===== src/fpexc_pkg.sv =====
package fpexc_pkg;

    // ------------------------------------------------------------
    // status/control word layout (vector index = 31 - printed bit)
    // ------------------------------------------------------------
    localparam int WORD_W = 32;
    localparam int IDX_ANY_SUM = 31;
    localparam int IDX_EN_SUM = 30;
    localparam int IDX_INV_SUM = 29;
    localparam int IDX_OVF = 28;
    localparam int IDX_UNF = 27;
    localparam int IDX_DIV0 = 26;
    localparam int IDX_INEXACT = 25;
    localparam int IDX_SNAN = 24;
    localparam int IDX_ISI = 23;
    localparam int IDX_IDI = 22;
    localparam int IDX_ZDZ = 21;
    localparam int IDX_IMZ = 20;
    localparam int IDX_VC = 19;
    localparam int IDX_FR = 18;
    localparam int IDX_FI = 17;
    localparam int IDX_CLASS_HI = 16;
    localparam int IDX_CLASS_LO = 12;
    localparam int IDX_SOFT = 10;
    localparam int IDX_SQRT = 9;
    localparam int IDX_CVI = 8;
    localparam int IDX_INV_EN = 7;
    localparam int IDX_OE = 6;
    localparam int IDX_UNF_EN = 5;
    localparam int IDX_DIV0_EN = 4;
    localparam int IDX_INEXACT_EN = 3;
    localparam int IDX_NON_IEEE = 2;
    localparam int IDX_ROUND_HI = 1;
    localparam int IDX_ROUND_LO = 0;

    localparam logic [31:0] WORD_RESET = 32'h00000000;
    // computed summary bits, never written by software
    localparam logic [31:0] COMPUTED_MASK = 32'h60000000;
    // bit 20 is reserved and reads zero
    localparam logic [31:0] RESERVED_MASK = 32'h00000800;
    // invalid-operation flags: snan..vc, soft, sqrt, cvi
    localparam logic [31:0] INVALID_MASK = 32'h01f80700;
    // every sticky exception flag
    localparam logic [31:0] EXC_MASK = 32'h1ff80700;

    // ------------------------------------------------------------
    // condition vector from the datapath
    // ------------------------------------------------------------
    localparam int NCOND = 12;
    localparam int C_OVF = 0;
    localparam int C_UNF = 1;
    localparam int C_DIV0 = 2;
    localparam int C_INEXACT = 3;
    localparam int C_SNAN = 4;
    localparam int C_ISI = 5;
    localparam int C_IDI = 6;
    localparam int C_ZDZ = 7;
    localparam int C_IMZ = 8;
    localparam int C_VC = 9;
    localparam int C_SQRT = 10;
    localparam int C_CVI = 11;
    localparam logic [11:0] C_INVALID_MASK = 12'hff0;

    // rounding modes
    localparam logic [1:0] ROUND_NEAREST = 2'h0;
    localparam logic [1:0] ROUND_ZERO = 2'h1;
    localparam logic [1:0] ROUND_PLUS_INF = 2'h2;
    localparam logic [1:0] ROUND_MINUS_INF = 2'h3;

    // trap mode value meaning ignore exceptions
    localparam logic [1:0] TRAP_IGNORE = 2'h0;

    // result class codes
    localparam logic [4:0] CLS_QNAN = 5'h11;
    localparam logic [4:0] CLS_NEG_INF = 5'h09;
    localparam logic [4:0] CLS_NEG_NORM = 5'h08;
    localparam logic [4:0] CLS_NEG_DENORM = 5'h18;
    localparam logic [4:0] CLS_NEG_ZERO = 5'h12;
    localparam logic [4:0] CLS_POS_ZERO = 5'h02;
    localparam logic [4:0] CLS_POS_DENORM = 5'h14;
    localparam logic [4:0] CLS_POS_NORM = 5'h04;
    localparam logic [4:0] CLS_POS_INF = 5'h05;

    typedef enum logic [3:0] {
        FPEXC_QNAN,
        FPEXC_NEG_INF,
        FPEXC_NEG_NORM,
        FPEXC_NEG_DENORM,
        FPEXC_NEG_ZERO,
        FPEXC_POS_ZERO,
        FPEXC_POS_DENORM,
        FPEXC_POS_NORM,
        FPEXC_POS_INF
    } fpexc_class_e;

    // map the condition vector onto status word positions
    function automatic logic [31:0] cond_to_word(input logic [11:0] c);
        logic [31:0] w;
        w = 32'h00000000;
        w[IDX_OVF] = c[C_OVF];
        w[IDX_UNF] = c[C_UNF];
        w[IDX_DIV0] = c[C_DIV0];
        w[IDX_INEXACT] = c[C_INEXACT];
        w[IDX_SNAN] = c[C_SNAN];
        w[IDX_ISI] = c[C_ISI];
        w[IDX_IDI] = c[C_IDI];
        w[IDX_ZDZ] = c[C_ZDZ];
        w[IDX_IMZ] = c[C_IMZ];
        w[IDX_VC] = c[C_VC];
        w[IDX_SQRT] = c[C_SQRT];
        w[IDX_CVI] = c[C_CVI];
        return w;
    endfunction

    // or of all flags masked by their enables
    function automatic logic enabled_any(input logic [31:0] w);
        return ((|(w & INVALID_MASK)) & w[IDX_INV_EN]) | (w[IDX_OVF] & w[IDX_OE])
            | (w[IDX_UNF] & w[IDX_UNF_EN]) | (w[IDX_DIV0] & w[IDX_DIV0_EN])
            | (w[IDX_INEXACT] & w[IDX_INEXACT_EN]);
    endfunction

endpackage


===== src/fpexc_class_enc.sv =====
`timescale 1ns/100ps
module fpexc_class_enc (
    input wire fpexc_pkg::fpexc_class_e class_i,
    output logic [4:0] code_o
);
    import fpexc_pkg::*;

    // ------------------------------------------------------------
    // result class to five-bit flag code
    // ------------------------------------------------------------
    always_comb begin
        unique case (class_i)
            FPEXC_QNAN: code_o = CLS_QNAN;
            FPEXC_NEG_INF: code_o = CLS_NEG_INF;
            FPEXC_POS_INF: code_o = CLS_POS_INF;
            FPEXC_NEG_NORM: code_o = CLS_NEG_NORM;
            FPEXC_NEG_DENORM: code_o = CLS_NEG_DENORM;
            FPEXC_POS_DENORM: code_o = CLS_POS_DENORM;
            FPEXC_NEG_ZERO: code_o = CLS_NEG_ZERO;
            FPEXC_POS_ZERO: code_o = CLS_POS_ZERO;
            FPEXC_POS_NORM: code_o = CLS_POS_NORM;
            // nine codes in a four-bit type: unused codes read as qnan
            default: code_o = CLS_QNAN;
        endcase
    end

endmodule


===== src/fpexc_top.sv =====
`timescale 1ns/100ps
// Overview of operation
// - sticky bad integer convert flag at bit 23
// - five exception enables at bits 24 to 28
// - non ieee select bit at 29
// - rounding field bits 30-31 selects mode
// - class codes for qnan and infinities
// - class codes for negative normal, denormals
// - assist exception needs enable and nonzero trap
// - flags set regardless of enables or trap
// - any summary sets on flag rise or write
// - enabled summary follows flags masked by enables
// - inexact may set with overflow or underflow
// - snan may pair with imz, vc, cvi
// - enabled invalid or divide-by-zero suppresses write
// - other conditions deliver result to destination
// - enable picks trap result, else default
// - no handler for disabled or ignore mode
// - handler waits older done, younger not executed
// - ignore mode: sync records earlier deferred flags
// - underflow enable does not steer store denorm
// - computed summaries not writable by software
module fpexc_top (
    input wire logic MCLK_I,
    input wire logic RESET_I,
    // move-to-status port: bitwise masked write of the word
    input wire logic WR_EN_I,
    input wire logic [31:0] WR_DATA_I,
    input wire logic [31:0] WR_MASK_I,
    output logic [31:0] RD_DATA_O,
    // instruction completion from the datapath
    input wire logic INSTR_VALID_I,
    input wire logic [fpexc_pkg::NCOND-1:0] EXC_COND_I,
    input wire fpexc_pkg::fpexc_class_e RESULT_CLASS_I,
    input wire logic FRAC_ROUNDED_I,
    input wire logic FRAC_INEXACT_I,
    input wire logic SYNC_I,
    input wire logic STORE_TINY_I,
    // machine-state trap mode and pipeline state
    input wire logic [1:0] TRAP_MODE_I,
    input wire logic OLDER_DONE_I,
    input wire logic YOUNGER_IDLE_I,
    output logic SUPPRESS_O,
    output logic WRITE_RESULT_O,
    output logic TRAP_RESULT_O,
    output logic HOLD_YOUNGER_O,
    output logic ASSIST_EXC_O,
    output logic [1:0] ROUND_MODE_O,
    output logic NON_IEEE_O,
    output logic STORE_DENORM_O
);
    import fpexc_pkg::*;

    logic [31:0] word_reg;
    logic [31:0] word_next;
    logic [31:0] defer_reg;
    logic [31:0] defer_next;
    logic pend_reg;
    logic pend_next;
    logic assist_reg;
    logic assist_next;
    logic [4:0] class_code;
    logic [31:0] cond_word;
    logic ignore_mode;
    logic inv_occ;
    logic en_occ;
    logic supp;

    // ------------------------------------------------------------
    // condition decode
    // ------------------------------------------------------------
    fpexc_class_enc u_class (
        .class_i(RESULT_CLASS_I),
        .code_o(class_code)
    );

    // several condition bits may arrive together from one instruction
    assign cond_word = cond_to_word(EXC_COND_I);
    assign ignore_mode = (TRAP_MODE_I == TRAP_IGNORE);
    assign inv_occ = |(EXC_COND_I & C_INVALID_MASK);
    // enables come from the stored word, never from pending writes
    // a same-cycle write of an enable only counts from the next instruction
    assign en_occ = (inv_occ & word_reg[IDX_INV_EN])
        | (EXC_COND_I[C_OVF] & word_reg[IDX_OE])
        | (EXC_COND_I[C_UNF] & word_reg[IDX_UNF_EN])
        | (EXC_COND_I[C_DIV0] & word_reg[IDX_DIV0_EN])
        | (EXC_COND_I[C_INEXACT] & word_reg[IDX_INEXACT_EN]);
    // only these two lose an operand if the result were written
    assign supp = (inv_occ & word_reg[IDX_INV_EN])
        | (EXC_COND_I[C_DIV0] & word_reg[IDX_DIV0_EN]);

    // ------------------------------------------------------------
    // result delivery controls
    // ------------------------------------------------------------
    // suppress, write and trap result combinational with the completing instruction; hold and assist registered
    assign SUPPRESS_O = INSTR_VALID_I & supp;
    assign WRITE_RESULT_O = INSTR_VALID_I & ~supp;
    assign TRAP_RESULT_O = INSTR_VALID_I & en_occ;
    assign HOLD_YOUNGER_O = pend_reg;
    assign ASSIST_EXC_O = assist_reg;
    assign RD_DATA_O = word_reg;
    assign ROUND_MODE_O = word_reg[IDX_ROUND_HI:IDX_ROUND_LO];
    assign NON_IEEE_O = word_reg[IDX_NON_IEEE];
    // store denormalization follows tininess only, not the underflow enable
    assign STORE_DENORM_O = STORE_TINY_I;

    // ------------------------------------------------------------
    // status/control word next state
    // ------------------------------------------------------------
    // flags are applied after the software write, so a set beats a clear
    always_comb begin
        logic [31:0] w;
        logic [31:0] rec;
        logic [31:0] wmask;
        w = word_reg;
        rec = 32'h00000000;
        wmask = WR_MASK_I & ~COMPUTED_MASK & ~RESERVED_MASK;
        defer_next = defer_reg;
        if (WR_EN_I) begin
            w = (w & ~wmask) | (WR_DATA_I & wmask);
        end
        // in ignore mode flags wait in defer_reg until sync
        if (ignore_mode) begin
            if (SYNC_I) begin
                rec = defer_reg | (INSTR_VALID_I ? cond_word : 32'h00000000);
                defer_next = 32'h00000000;
            end else if (INSTR_VALID_I) begin
                defer_next = defer_reg | cond_word;
            end
        end else begin
            rec = (INSTR_VALID_I ? cond_word : 32'h00000000) | defer_reg;
            defer_next = 32'h00000000;
        end
        // the summary only fires on a zero-to-one change of a flag
        if (|(rec & ~w & EXC_MASK)) begin
            w[IDX_ANY_SUM] = 1'b1;
        end
        w = w | (rec & EXC_MASK);
        if (INSTR_VALID_I && !SYNC_I) begin
            if (supp) begin
                // suppressed: rounding bits cleared, class left as it was
                w[IDX_FR] = 1'b0;
                w[IDX_FI] = 1'b0;
            end else begin
                w[IDX_FR] = FRAC_ROUNDED_I;
                w[IDX_FI] = FRAC_INEXACT_I;
                w[IDX_CLASS_HI:IDX_CLASS_LO] = class_code;
            end
        end
        w = w & ~RESERVED_MASK;
        w[IDX_INV_SUM] = |(w & INVALID_MASK);
        w[IDX_EN_SUM] = enabled_any(w);
        word_next = w;
    end

    // ------------------------------------------------------------
    // assist exception sequencing
    // ------------------------------------------------------------
    // the handler is held off until the pipeline is precise
    always_comb begin
        pend_next = pend_reg;
        assist_next = 1'b0;
        if (pend_reg && OLDER_DONE_I && YOUNGER_IDLE_I) begin
            assist_next = 1'b1;
            pend_next = 1'b0;
        end
        // arming comes after the release, so a new condition is never lost
        if (INSTR_VALID_I && en_occ && !ignore_mode) begin
            pend_next = 1'b1;
        end
    end

    // registers
    always_ff @(posedge MCLK_I or posedge RESET_I) begin
        if (RESET_I) begin
            word_reg <= WORD_RESET;
            defer_reg <= 32'h00000000;
            pend_reg <= 1'b0;
            assist_reg <= 1'b0;
        end else begin
            word_reg <= word_next;
            defer_reg <= defer_next;
            pend_reg <= pend_next;
            assist_reg <= assist_next;
        end
    end
endmodule

===== config.mk =====
export PLATFORM = sky130hd
export DESIGN_NAME = fpexc_top
export DESIGN_NICKNAME = d
export VERILOG_FILES = /design/src/fpexc_pkg.sv /design/src/fpexc_class_enc.sv /design/src/fpexc_top.sv
export SDC_FILE = /design/constraint.sdc
export NUM_CORES = 1
export LEC_CHECK = 0
export ABC_AREA = 1
export BUFFER_PORTS_ARGS = -buffer_cell sky130_fd_sc_hd__buf_2
export CAP_MARGIN = 20
export CORE_MARGIN = 1
export CORE_UTILIZATION = 45
export DETAILED_ROUTE_END_ITERATION = 12
export GPL_ROUTABILITY_DRIVEN = 0
export PLACE_DENSITY = 0.8
export RECOVER_POWER = 25
export SLEW_MARGIN = 20
export SYNTH_ARGS = -nofsm -noshare
export SYNTH_HDL_FRONTEND = slang
export SYNTH_SLANG_ARGS = --single-unit

===== constraint.sdc =====
create_clock -name MCLK_I -period 1.6 [get_ports MCLK_I]
set_clock_uncertainty 0.15 [all_clocks]
set_input_delay 0.24 -clock MCLK_I [delete_from_list [all_inputs] [get_ports MCLK_I]]
set_output_delay 0.24 -clock MCLK_I [all_outputs]
set_load 0.02 [all_outputs]

; ---- Word level (Yosys, flattened, before mapping)
; Memories as Yosys holds them, arrays and structs flattened.
; Index checks and enable logic that the tools add are counted.
[word_totals]
reg_bits = 65
mem_bits_ro = 80
output_inout_bits = 41
word_cells = 64
n_memories = 1
[classes]
eq_ne = 1
muxes = 14
bitwise = 32
n_reduce_logical = 12
[mem_list]
columns = memory, words, width, rd, rd_ports_with_merged_regs, wr, line_no
row1 = (no name shown), 16, 5, 1, 0, 0, fpexc_class_enc.sv:12  ; unique case (class_i)
[op_table]
columns = operator, count
row1 = 32-bit two-way mux, 4
row2 = 29-bit two-way mux, 3
row3 = 32-bit bitwise AND, 2
row4 = 32-bit by 29-bit bitwise OR with 32-bit output, 2
row5 = 32-bit NOT, 1
row6 = 32-bit bitwise OR, 1
row7 = 29-bit bitwise AND, 1
row8 = 29-bit NOT, 1
row9 = 29-bit bitwise OR, 1
row10 = 1-bit bitwise AND, 13
row11 = 13-bit OR reduction, 1
row12 = 1-bit bitwise OR, 9
row13 = 9-bit OR reduction, 1
row14 = 8-bit OR reduction, 1
row15 = 7-bit two-way mux, 1
row16 = 1-bit logical AND, 5
row17 = 5-bit two-way mux, 1
row18 = 1-bit two-way mux, 4
row19 = "3-bit != test, second input constant", 1
row20 = 1-bit zero test, 2
row21 = 2-bit zero test, 1
row22 = 2-bit two-way mux, 1
row23 = 2-bit nonzero test, 1
row24 = 1-bit NOT, 1

; ---- Longest topological paths before layout
; Gate-level depths: netlist of run 1.
[logic_depth]
word_depth = 15
ltp_mapped = 10

; ---- Hierarchy
; A second synthesis of run 1 with hierarchy kept.
[hier_totals]
hier_cells = 336
area_unflattened_um2 = 2456.1
[modules_own_cells]
columns = module, instances, cells_per_inst, area_per_inst_um2
row1 = fpexc_top, 1, 317, 2359.8
row2 = fpexc_class_enc, 1, 19, 96.3

; ---- Least setup slack after synthesis of run 1
; No wires, ideal clock.
[synth_path]
path_kind = reg-to-output
start = register word_reg[4], in the netlist RD_DATA_O[4]
end = output port TRAP_RESULT_O
arrival_ns = 1.075
required_time_ns = 1.210
slack_ns = 0.135
path_stages_with_launch = 5
cell_sequence = dfrtp_1 inv_1 o21ai_2 nand2_1 nand2_1
[synth_via]
elab_chain_len = 4
[synth_lines]
columns = element, line_no
row1 = start: declaration, fpexc_top.sv:54  ; logic [31:0] word_reg;
row2 = start signal: assignment, fpexc_top.sv:181  ; word_reg <= word_next;
row3 = 1-bit bitwise AND, fpexc_top.sv:86  ; | (EXC_COND_I[C_DIV0] & word_reg[IDX_DIV0_EN])
row4 = 1-bit bitwise OR, fpexc_top.sv:86
row5 = 1-bit bitwise OR, fpexc_top.sv:87  ; | (EXC_COND_I[C_INEXACT] & word_reg[IDX_INEXACT_EN]);
row6 = 1-bit bitwise AND, fpexc_top.sv:98  ; assign TRAP_RESULT_O = INSTR_VALID_I & en_occ;
row7 = end: declaration, fpexc_top.sv:45  ; output logic TRAP_RESULT_O,
; Every way passes these cells.

; ---- Final worst setup path of run 1
; Ends and elaborated chain as after synthesis.

==> out/metrics.yaml, run 1 <==
timing:
  fmax_ghz: 0.634
  drv_slew: 0
  finalCritPeriodShare_pct: 98.6
  setup_viol: 0
  slew_headroom_pct: 62.5
  rsz0062_at_grt: "true"
  setup_tns_ps: 0
  fin_crit_ps: 1580
  worstMarginPinSlew_ps: 561
  final_hold_viol_count: 0
yosys:
  synth-xor-area-share_pct: 0
  synthMuxAreaShare_pct: 2.66
  synth-seq-cells: 45
  synth-compound-area-share_pct: 10.3
  synth_top_cell_area_share_pct: 45.2
  synth_seq_area_share_pct: 45.2
  syn_nets: 428
  synthFlopType: "dfrtp_1"
  yosysTopAreaCell: "dfrtp_1"
  synth_top_family_by_area: "simple AND/OR/NAND/NOR gates"
  syn-instance-count: 334
  synth_edf_count: 0
  ys_types: 32
  synth_warnings: 0
  synth-simple-area-share_pct: 28.9
  synth_area_leaders: "dfrtp_1, nand2_1, inv_1"
  synth_fa_ha_area_share_pct: 1.00
  synth.avg_cell_area_um2: 7.46
  synth_area_um2: 2490
  async_flop_share_pct: 100
clock_tree:
  clkSinkCount: 45
  clk_path_buf_depth: 2
  clkTransAtPathRegs_ps: 80
  clock_latency_ps: 290
  htreeDepth: 2
  cts_made_buffers: 5
  tritoncts: "done"
  clock_tree.root_cell: "clkbuf_8"
grt:
  grt_pass1_vias: 2466
  grt_pass1_wl_mm: 10.5
  grt_max_degree: 34
  grt_overflow: 0
  antenna_found_initial: 0
  track_usage_pct: 22.3
detailed_routing:
  wirelength_mm: 6.38
  wire_per_inst_um: 11.9
  dr.first_iter.drc_count: 126
  drc_errors: 0
  vias: 2556
  vias_per_cell: 4.76
  first_pass_iters: 4
  drt.antenna.violating_nets: 0
placement:
  io_buffers: 123
  dpl.cell_count: 522
  dp_hpwl_mm: 4.86
pwr:
  irDropWorstVdd_v: 0.000594
  internal_power_w: 0.00220
  power.density_nw_per_um2: 927
  seqPwrFrac_pct: 41.3
  p_leak_nw: 1.92
  power.share.switching_pct: 30.4
  p_clk_share_pct: 32.0
  power_frac_comb_pct: 26.8
  p_switching_w: 0.000962
die:
  rows: 26
  ioPinCount: 133
  die_w_um: 76.4
  die_height_um: 76.4
  start_util_pct: 47.9
  dieArea_um2: 5840
  core_um2: 5200
hold_path:
  hold_path_class: "input port to flip-flop"
layout:
  nets: 560
  drive_gt1_share_pct: 33.8
  fillers: 466
  largest_reg_flops: 31
  final_common_cell: "buf_2"
  final_cells: 537
  diodes: 0
  area_growth_pct: 36.8
  final_cell_mix: "buf_2, nand2_1, dfrtp_1, inv_1"
setup_path:
  worst_ep_arrival_time_ps: 1190
  startpoint_type: "flip-flop"
  worst_ep_required_time_ps: 1210
  end_kind: "output port"
  crit_type: "flip-flop to output port"
  cp_max_fo: 3
status:
  status: "finished, final reports clean"
flow_run:
  max_cap_viol_count: 0
worst paths after layout:
path                                            startpoint                    endpoint  slack, ps  depth (start not counted)
worst max-delay path                RD_DATA_O[4]$_DFF_PP0_               TRAP_RESULT_O         20                          5
worst min-delay path                        FRAC_INEXACT_I   RD_DATA_O[17]$_DFFE_PP0P_          9                          3
min in group asynchronous                          RESET_I      ASSIST_EXC_O$_DFF_PP0_        380                          3
max in group asynchronous                          RESET_I      RD_DATA_O[5]$_DFF_PP0_        350                          4
worst max register to register   defer_reg[21]$_DFFE_PP0P_     RD_DATA_O[30]$_DFF_PP0_        190                          8
worst min register to register  HOLD_YOUNGER_O$_DFFE_PP0P_  HOLD_YOUNGER_O$_DFFE_PP0P_        360                          2
synth_stat cells, drive strengths merged (2+ instances only):
master / count
o21bai: 2
o21ai: 24
a21oi: 14
nand3: 22
ha: 2
nand2: 113
or2: 3
inv: 51
dfrtp: 45
buf: 13
nor2: 23
a31oi: 3
nand3b: 3
nand4: 5
mux2: 5
critical path: stages, from the launching register on:
cell     delay [ps]
dfrtp_1         360
inv_2            60
o21ai_4         170
nand2_2          80
nand2_2         110
buf_6           120
repair_timing:
action,4_1_cts,5_1_grt
setup endpoints to repair,1,2
endpoints found under the hold margin,16,0
resized for setup,3,6
hold buffers,5,0
setup buffers,0,2
pin swaps,0,2
final cells by class:
cell class                      instances  area [um^2]  share of cell area, %
Inverter                               51          191                   5.62
Multi-Input combinational cell        225         1080                   31.7
Clock inverter                          3         65.1                   1.91
Timing Repair Buffer                  138          787                   23.1
Sequential cell                        45         1130                   33.1
Tap cell                               70         87.6                   2.57
Clock buffer                            5         68.8                   2.02
power by group through the flow:
stage / Sequential [W] / Clock [W] / Combinational (W)
3_3_place_gp: 0.00132 / 0 / 0.000792
4_1_cts: 0.00130 / 0.00103 / 0.000829
3_5_place_dp: 0.00132 / 0 / 0.000811
2_1_floorplan: 0.00144 / 0 / 0.000376
6_report: 0.00130 / 0.00101 / 0.000846
5_1_grt: 0.00132 / 0.00107 / 0.000930
routing by layer:
layer  vias up  share of wire (%)  track usage [%]
met4         0               0.81             6.15
met2       103                 50             40.5
met1      1151                 42             26.8
met3         5                7.5             4.43
met5         -                  0                0
li1       1297                  -                -
through the flow:
stage                     hold WS, ps  setup WS, ps  total power (W)  util, %  area [um^2]
after global routing             10.9         -30.1          0.00332     65.5         3410
after detailed placement         61.4          -103          0.00213     61.3         3190
after floorplan                   197           135          0.00182        -         2490
final                            8.68          22.0          0.00316     65.5         3410
after CTS                       0.551          2.95          0.00317     65.0         3380
after global placement           57.2         -6.71          0.00211     61.3         3190
logic make-up (layout without fill, tap and decap cells):
logic type                 Yosys count  count (layout)
muxes                                6               6
DFF                                 45              45
adders and majority gates            2               2
other                                1               1
buffers and inverters               64             197
and+or+nand+nor                    171             171
AOI/OAI and AO/OA                   45              45
Note: power is estimated with default switching activity, not from simulation.
==> inputs of run 2 (changes only) <==
Settings changed: CORE_MARGIN 1 to 2.
==> out/metrics.yaml, run 2 (synthesis gave the netlist of run 1 again) <==
status:
  status: "finished, final reports clean"
clock_tree:
  clkSinkCount: 45  # unchanged
  clkTransAtPathRegs_ps: 80  # about the same
  clock_latency_ps: 290  # about the same
  cts_made_buffers: 5  # unchanged
  clk_path_buf_depth: 2  # unchanged
  htreeDepth: 2  # unchanged
  tritoncts: "done"
  clock_tree.root_cell: "clkbuf_8"
die:
  ioPinCount: 133  # unchanged
  rows: 27  # +3.8%
  dieArea_um2: 6150  # +5.3%
  core_um2: 5440  # +4.5%
  die_height_um: 78.4  # +2.6%
  die_w_um: 78.4  # +2.6%
  start_util_pct: 45.8  # -2.1 points
pwr:
  p_leak_nw: 1.91  # -0.62%
  irDropWorstVdd_v: 0.000602  # +1.2%
  power.density_nw_per_um2: 858  # -7.5%
layout:
  drive_gt1_share_pct: 34.2  # +0.36 points
  multi_input_area_um2: 1080  # +0.35%
  fillers: 483  # +3.6%
  area_growth_pct: 35.9
  final_cell_mix: "buf_2, nand2_1, dfrtp_1, inv_1, nand3_1"
  largest_reg_flops: 31  # unchanged
  diodes: 0  # unchanged
  seqCellArea_um2: 1130  # unchanged
  final_common_cell: "buf_2"
  nets: 561  # +0.18%
  final_area_um2: 3380  # -0.66%
timing:
  fin_crit_ps: 1570  # -9.19 ps
  finalCritPeriodShare_pct: 98.0  # -0.57 points
  drv_slew: 0  # unchanged
  rsz0062_at_grt: "true"
  final_hold_viol_count: 0  # unchanged
  slew_headroom_pct: 59.6  # -2.9 points
  fmax_ghz: 0.637  # +0.59%
  worstMarginPinSlew_ps: 606  # +44.4 ps
  setup_viol: 0  # unchanged
  finalHoldWorstSlack_ps: 15.9  # +7.22 ps
setup_path:
  crit_type: "flip-flop to output port"
  end_kind: "output port"
  startpoint_type: "flip-flop"
  reg2reg_slack_ps: 190  # about the same
  worst_ep_required_time_ps: 1210  # about the same
  worst_ep_arrival_time_ps: 1180  # about the same
  cp_max_fo: 4  # +1
placement:
  placed_area_um2: 3190  # -0.16%
  io_buffers: 123  # unchanged
  dp_hpwl_mm: 5.00  # +2.9%
detailed_routing:
  first_pass_iters: 4  # unchanged
  dr.first_iter.drc_count: 69  # -45%
  drt.antenna.violating_nets: 0  # unchanged
  vias_per_cell: 4.71  # -1.1%
  vias: 2543  # -0.51%
  wirelength_mm: 6.40  # +0.24%
  wire_per_inst_um: 11.8  # -0.32%
  drc_errors: 0  # unchanged
grt:
  grt_max_degree: 46  # +35%
  grt_pass1_wl_mm: 10.2  # -2.6%
  antenna_found_initial: 0  # unchanged
  track_usage_pct: 21.2  # -1.1 points
  grt_overflow: 0  # unchanged
  grt_pass1_vias: 2430  # -1.5%
hold_path:
  hold_path_class: "input port to flip-flop"
flow_run:
  max_cap_viol_count: 0  # unchanged
## run 2: cell types whose count changed in the layout (fill, tap and decap cells not counted), sizes merged
cell and change:
bufinv -2, clkbuf +2, dlygate4sd3 +1
## run 2: power by group
part	internal, W	total (W)	switching (W)
registers	0.00124	0.00130	0.0000617
logic	0.000337	0.000847	0.000510
clock network	0.000390	0.000754	0.000364
## run 2: area by class of cell
class,instances,share of cell area [%]
Sequential cell,45,33.3
Multi-Input combinational cell,225,32.1
Timing Repair Buffer,139,23.4
Inverter,51,5.66
Clock buffer,7,2.85
Tap cell,72,2.66
Clock inverter,1,0.148
## run 2: per-layer routing
metal / up-vias / share of wire, % / GRT usage (%)
li1: 1303 / - / -
met1: 1118 / 41 / 22.9
met2: 108 / 48 / 38.7
met3: 14 / 8.7 / 5.86
met4: 0 / 2.8 / 9.30
met5: - / 0 / 0
## run 2: critical path, cell delays in order, from the launching register on
cell and delay, ps:
dfrtp_1 370, inv_2 60, o21ai_4 180, nand2_2 80, nand2_2 80, buf_6 120
## run 2: repair_timing
action                     CTS  global route
pin swaps                    1             1
buffers inserted             3             0
gates resized for setup      7             3
hold buffers                 6             0
setup endpoints to repair    3             3
hold endpoints to repair    50             0
## run 2: final timing paths
kind | cells past startpoint | endpoint | from
hold / removal | 3 | RD_DATA_O[5]$_DFF_PP0_ | WR_DATA_I[5]
hold reg to reg | 2 | defer_reg[25]$_DFFE_PP0P_ | defer_reg[25]$_DFFE_PP0P_
setup / recovery | 5 | TRAP_RESULT_O | RD_DATA_O[4]$_DFF_PP0_
setup reg to reg | 6 | RD_DATA_O[30]$_DFF_PP0_ | RD_DATA_O[26]$_DFF_PP0_
max in group asynchronous | 4 | RD_DATA_O[7]$_DFF_PP0_ | RESET_I
min in group asynchronous | 4 | RD_DATA_O[16]$_DFF_PP0_ | RESET_I
## run 2: through the flow
stage	total power (W)	setup slack (ps)	instances	utilization, %	setup TNS (ps)
2_1_floorplan	0.00182	135	334	-	0
3_3_place_gp	0.00211	41.7	523	58.6	0
3_5_place_dp	0.00213	-24.0	523	58.6	-46.7
4_1_cts	0.00293	11.7	540	62.4	0
5_1_grt	0.00307	-16.9	540	62.2	-19.4
6_report	0.00290	31.2	540	62.2	0
==> inputs of run 3 (changes only) <==
--- a/config.mk
+++ b/config.mk
@@ -6,9 +6,8 @@
 export NUM_CORES = 1
 export LEC_CHECK = 0
-export ABC_AREA = 1
 export BUFFER_PORTS_ARGS = -buffer_cell sky130_fd_sc_hd__buf_2
 export CAP_MARGIN = 20
 export CORE_MARGIN = 2
-export CORE_UTILIZATION = 45
+export CORE_UTILIZATION = 44
 export DETAILED_ROUTE_END_ITERATION = 12
 export GPL_ROUTABILITY_DRIVEN = 0
==> constraint.sdc (replaced) <==
create_clock -name MCLK_I -period 1.6 [get_ports MCLK_I]
set_clock_uncertainty 0.15 [all_clocks]
set_input_delay 0.08 -clock MCLK_I [delete_from_list [all_inputs] [get_ports MCLK_I]]
set_output_delay 0.08 -clock MCLK_I [all_outputs]
set_load 0.02 [all_outputs]
==> out/metrics.yaml, run 3 <==
status:
  status: "complete, but fails checks"
  violations: "hold timing, setup timing"
setup_path:
  cp_top_family: "simple AND/OR/NAND/NOR gates"
  slowest_delay_ps: 590  # +220 ps
  worst_ep_arrival_time_ps: 1790  # +610 ps
  cp_slowest_cell: "or4_4"
  path_buf_inv: 0  # -2
  end_kind: "flip-flop"
  reg2reg_slack_ps: -160  # -350 ps
  worst_r2r_startpoint: "RD_DATA_O[10]$_DFF_PP0_"
  timing.rr.end: "RD_DATA_O[29]$_DFF_PP0_"
  startpoint_type: "flip-flop"
  crit_type: "flip-flop to flip-flop"
  path_cells: "mux2i_2, nand4_1, or4_4"
  worst_ep_required_time_ps: 1630  # +420 ps
  reg2reg_depth: 3  # -3
  cp_max_fo: 2  # -2
flow_run:
  max_cap_viol_count: 0  # unchanged
timing:
  fin_ws_ps: -160  # -192 ps
  fmax_ghz: 0.568  # -11%
  setup_tns_ps: -323  # -323 ps
  finalCritPeriodShare_pct: 110  # +12 points
  worstMarginPinSlew_ps: 623  # +17.2 ps
  drv_slew: 0  # unchanged
  final_hold_viol_count: 1  # +1
  setup_viol: 5  # +5
  finalHoldWorstSlack_ps: -29.9  # -45.8 ps
  rsz0062_at_grt: "true"
  fin_crit_ps: 1760  # +192 ps
  slew_headroom_pct: 58.5  # -1.1 points
yosys:
  synth-compound-area-share_pct: 15.1  # +4.7 points
  syn_nets: 316  # -26%
  synth_top_cell_area_share_pct: 49.3  # +4.1 points
  synth-xor-area-share_pct: 0  # unchanged
  synthMuxAreaShare_pct: 14.6  # +12 points
  synth_edf_count: 0  # unchanged
  syn-instance-count: 222  # -34%
  synth_fa_ha_area_share_pct: 1.09  # +0.090 points
  synth_area_um2: 2290  # -8.2%
  synth-seq-cells: 45  # unchanged
  synth_warnings: 0  # unchanged
  synth_top_family_by_area: "compound AO/OA/AOI/OAI gates"
  ys_types: 44  # +38%
  yosys.cell_count.top_type: "dfrtp_1"
  synth_area_leaders: "dfrtp_1, mux2i_1, nand2_1"
  synth_seq_area_share_pct: 49.3  # +4.1 points
  synthFlopType: "dfrtp_1"
  synth-simple-area-share_pct: 14.5  # -14 points
  async_flop_share_pct: 100  # unchanged
  yosysTopAreaCell: "dfrtp_1"
  synth.avg_cell_area_um2: 10.3  # +38%
  netlist_top_cells_count: "dfrtp_1, nand2_1, mux2i_1, o21ai_0, nor2_1"
hold_path:
  hold_depth: 3  # unchanged
  min_to: "RD_DATA_O[22]$_DFF_PP0_"
  hp-start: "WR_DATA_I[22]"
  hold_path_class: "input port to flip-flop"
clock_tree:
  clkSinkCount: 45  # unchanged
  clock_tree.root_cell: "clkbuf_8"
  cts_hold_buf: 48  # +42
  clk_path_buf_depth: 2  # unchanged
  tritoncts: "done"
  clock_latency_ps: 310  # +20 ps
  clkTransAtPathRegs_ps: 80  # about the same
  cts_made_buffers: 5  # unchanged
  htreeDepth: 2  # unchanged
grt:
  grt_pass1_wl_mm: 13.1  # +29%
  grt_max_degree: 46  # unchanged
  grt_overflow: 0  # unchanged
  grt_pass1_vias: 2628  # +8.1%
  track_usage_pct: 28.9  # +7.7 points
  antenna_found_initial: 0  # unchanged
layout:
  largest_reg_flops: 31  # unchanged
  final_common_cell: "buf_2"
  drive_gt1_share_pct: 46.9  # +13 points
  final_cell_mix: "buf_2, dlygate4sd3_1, dfrtp_1, buf_4, nand2_1"
  nets: 517  # -7.8%
  finalCoreUtilization_pct: 76.8  # +15 points
  diodes: 0  # unchanged
  area_growth_pct: 70.6
  final_area_um2: 3900  # +15%
detailed_routing:
  drc_errors: 0  # unchanged
  first_pass_iters: 4  # unchanged
  drt.antenna.violating_nets: 0  # unchanged
  wirelength_mm: 8.61  # +35%
  vias: 2585  # +1.7%
  vias_per_cell: 5.23  # +11%
  dr.first_iter.drc_count: 154  # +120%
  wire_per_inst_um: 17.4  # +47%
placement:
  post-place-ws_ps: -103  # -78.5 ps
  io_buffers: 123  # unchanged
  dp_hpwl_mm: 5.21  # +4.2%
  placed_area_um2: 3140  # -1.4%
die:
  dieArea_um2: 5790  # -5.8%
  ioPinCount: 133  # unchanged
  die_w_um: 76.1  # -3.0%
  rows: 26  # -3.7%
  start_util_pct: 45.0  # -0.76 points
  core_um2: 5070  # -6.7%
  die_height_um: 76.1  # -3.0%
pwr:
  p_leak_nw: 1.97  # +3.0%
  power.density_nw_per_um2: 867  # +1.0%
  irDropWorstVdd_v: 0.000500  # -17%
-- run 3: cells by family (layout without fill, tap and decap cells) --
| kind of cell | after synthesis | count (layout) |
|---|---|---|
| AO/OA/AOI/OAI | 53 | 53 |
| adder cells (fa/ha/maj) | 2 | 2 |
| buffers and inverters | 21 | 223 |
| flip-flops | 45 | 45 |
| multiplexers | 31 | 31 |
| other | 1 | 1 |
| AND/OR/NAND/NOR | 69 | 69 |
-- run 3: timing repair --
| item | CTS | global route |
|---|---|---|
| buffers inserted | 0 | 6 |
| gates resized for setup | 8 | 22 |
| setup endpoints to repair | 4 | 10 |
| pin swaps | 0 | 7 |
| endpoints found under the hold margin | 73 | 1 |
-- run 3: per-layer routing --
metal	global-route usage, %	vias to the layer above	share of wire, %
met5	0	-	0
met4	15.5	0	4.1
met3	4.74	30	5.8
li1	-	1189	-
met1	35.7	1241	38
met2	48.8	125	52
-- run 3: report_power, final --
group	total (W)	internal [W]	switching, W
sequential	0.00134	0.00126	0.0000808
combinational	0.00114	0.000544	0.000594
clock	0.000906	0.000509	0.000397
-- run 3: layout make-up --
cell class | instances | area, um^2
multi-input cells | 156 | 1160
clock buffers | 7 | 86.3
flip-flops and latches | 45 | 1130
well taps | 70 | 87.6
clock inverters | 1 | 30.0
inverters | 8 | 30.0
fillers | 355 | 1170
repair buffers | 207 | 1380
-- run 3: worst min-delay path: stages --
cell     delay [ps]
buf_2            80
mux2i_1         110
o21ai_0         120
-- run 3: metrics by stage --
stage,instances,power [W]
after CTS,489,0.00328
after global placement,433,0.00222
final,494,0.00338
after global routing,494,0.00352
after detailed placement,433,0.00225
after floorplan,222,0.00185
-- run 3: how the worst max path moves through the flow --
stage | start | to | slack (ps) | cells after the start
6_report | RD_DATA_O[10]$_DFF_PP0_ | RD_DATA_O[29]$_DFF_PP0_ | -160 | 3
4_1_cts | RD_DATA_O[5]$_DFF_PP0_ | TRAP_RESULT_O | -100 | 3
2_1_floorplan | RD_DATA_O[27]$_DFF_PP0_ | RD_DATA_O[31]$_DFF_PP0_ | -20 | 5
3_5_place_dp | WR_EN_I | RD_DATA_O[30]$_DFF_PP0_ | -100 | 6
5_1_grt | RD_DATA_O[10]$_DFF_PP0_ | RD_DATA_O[29]$_DFF_PP0_ | -200 | 3
3_3_place_gp | WR_EN_I | RD_DATA_O[30]$_DFF_PP0_ | -80 | 6
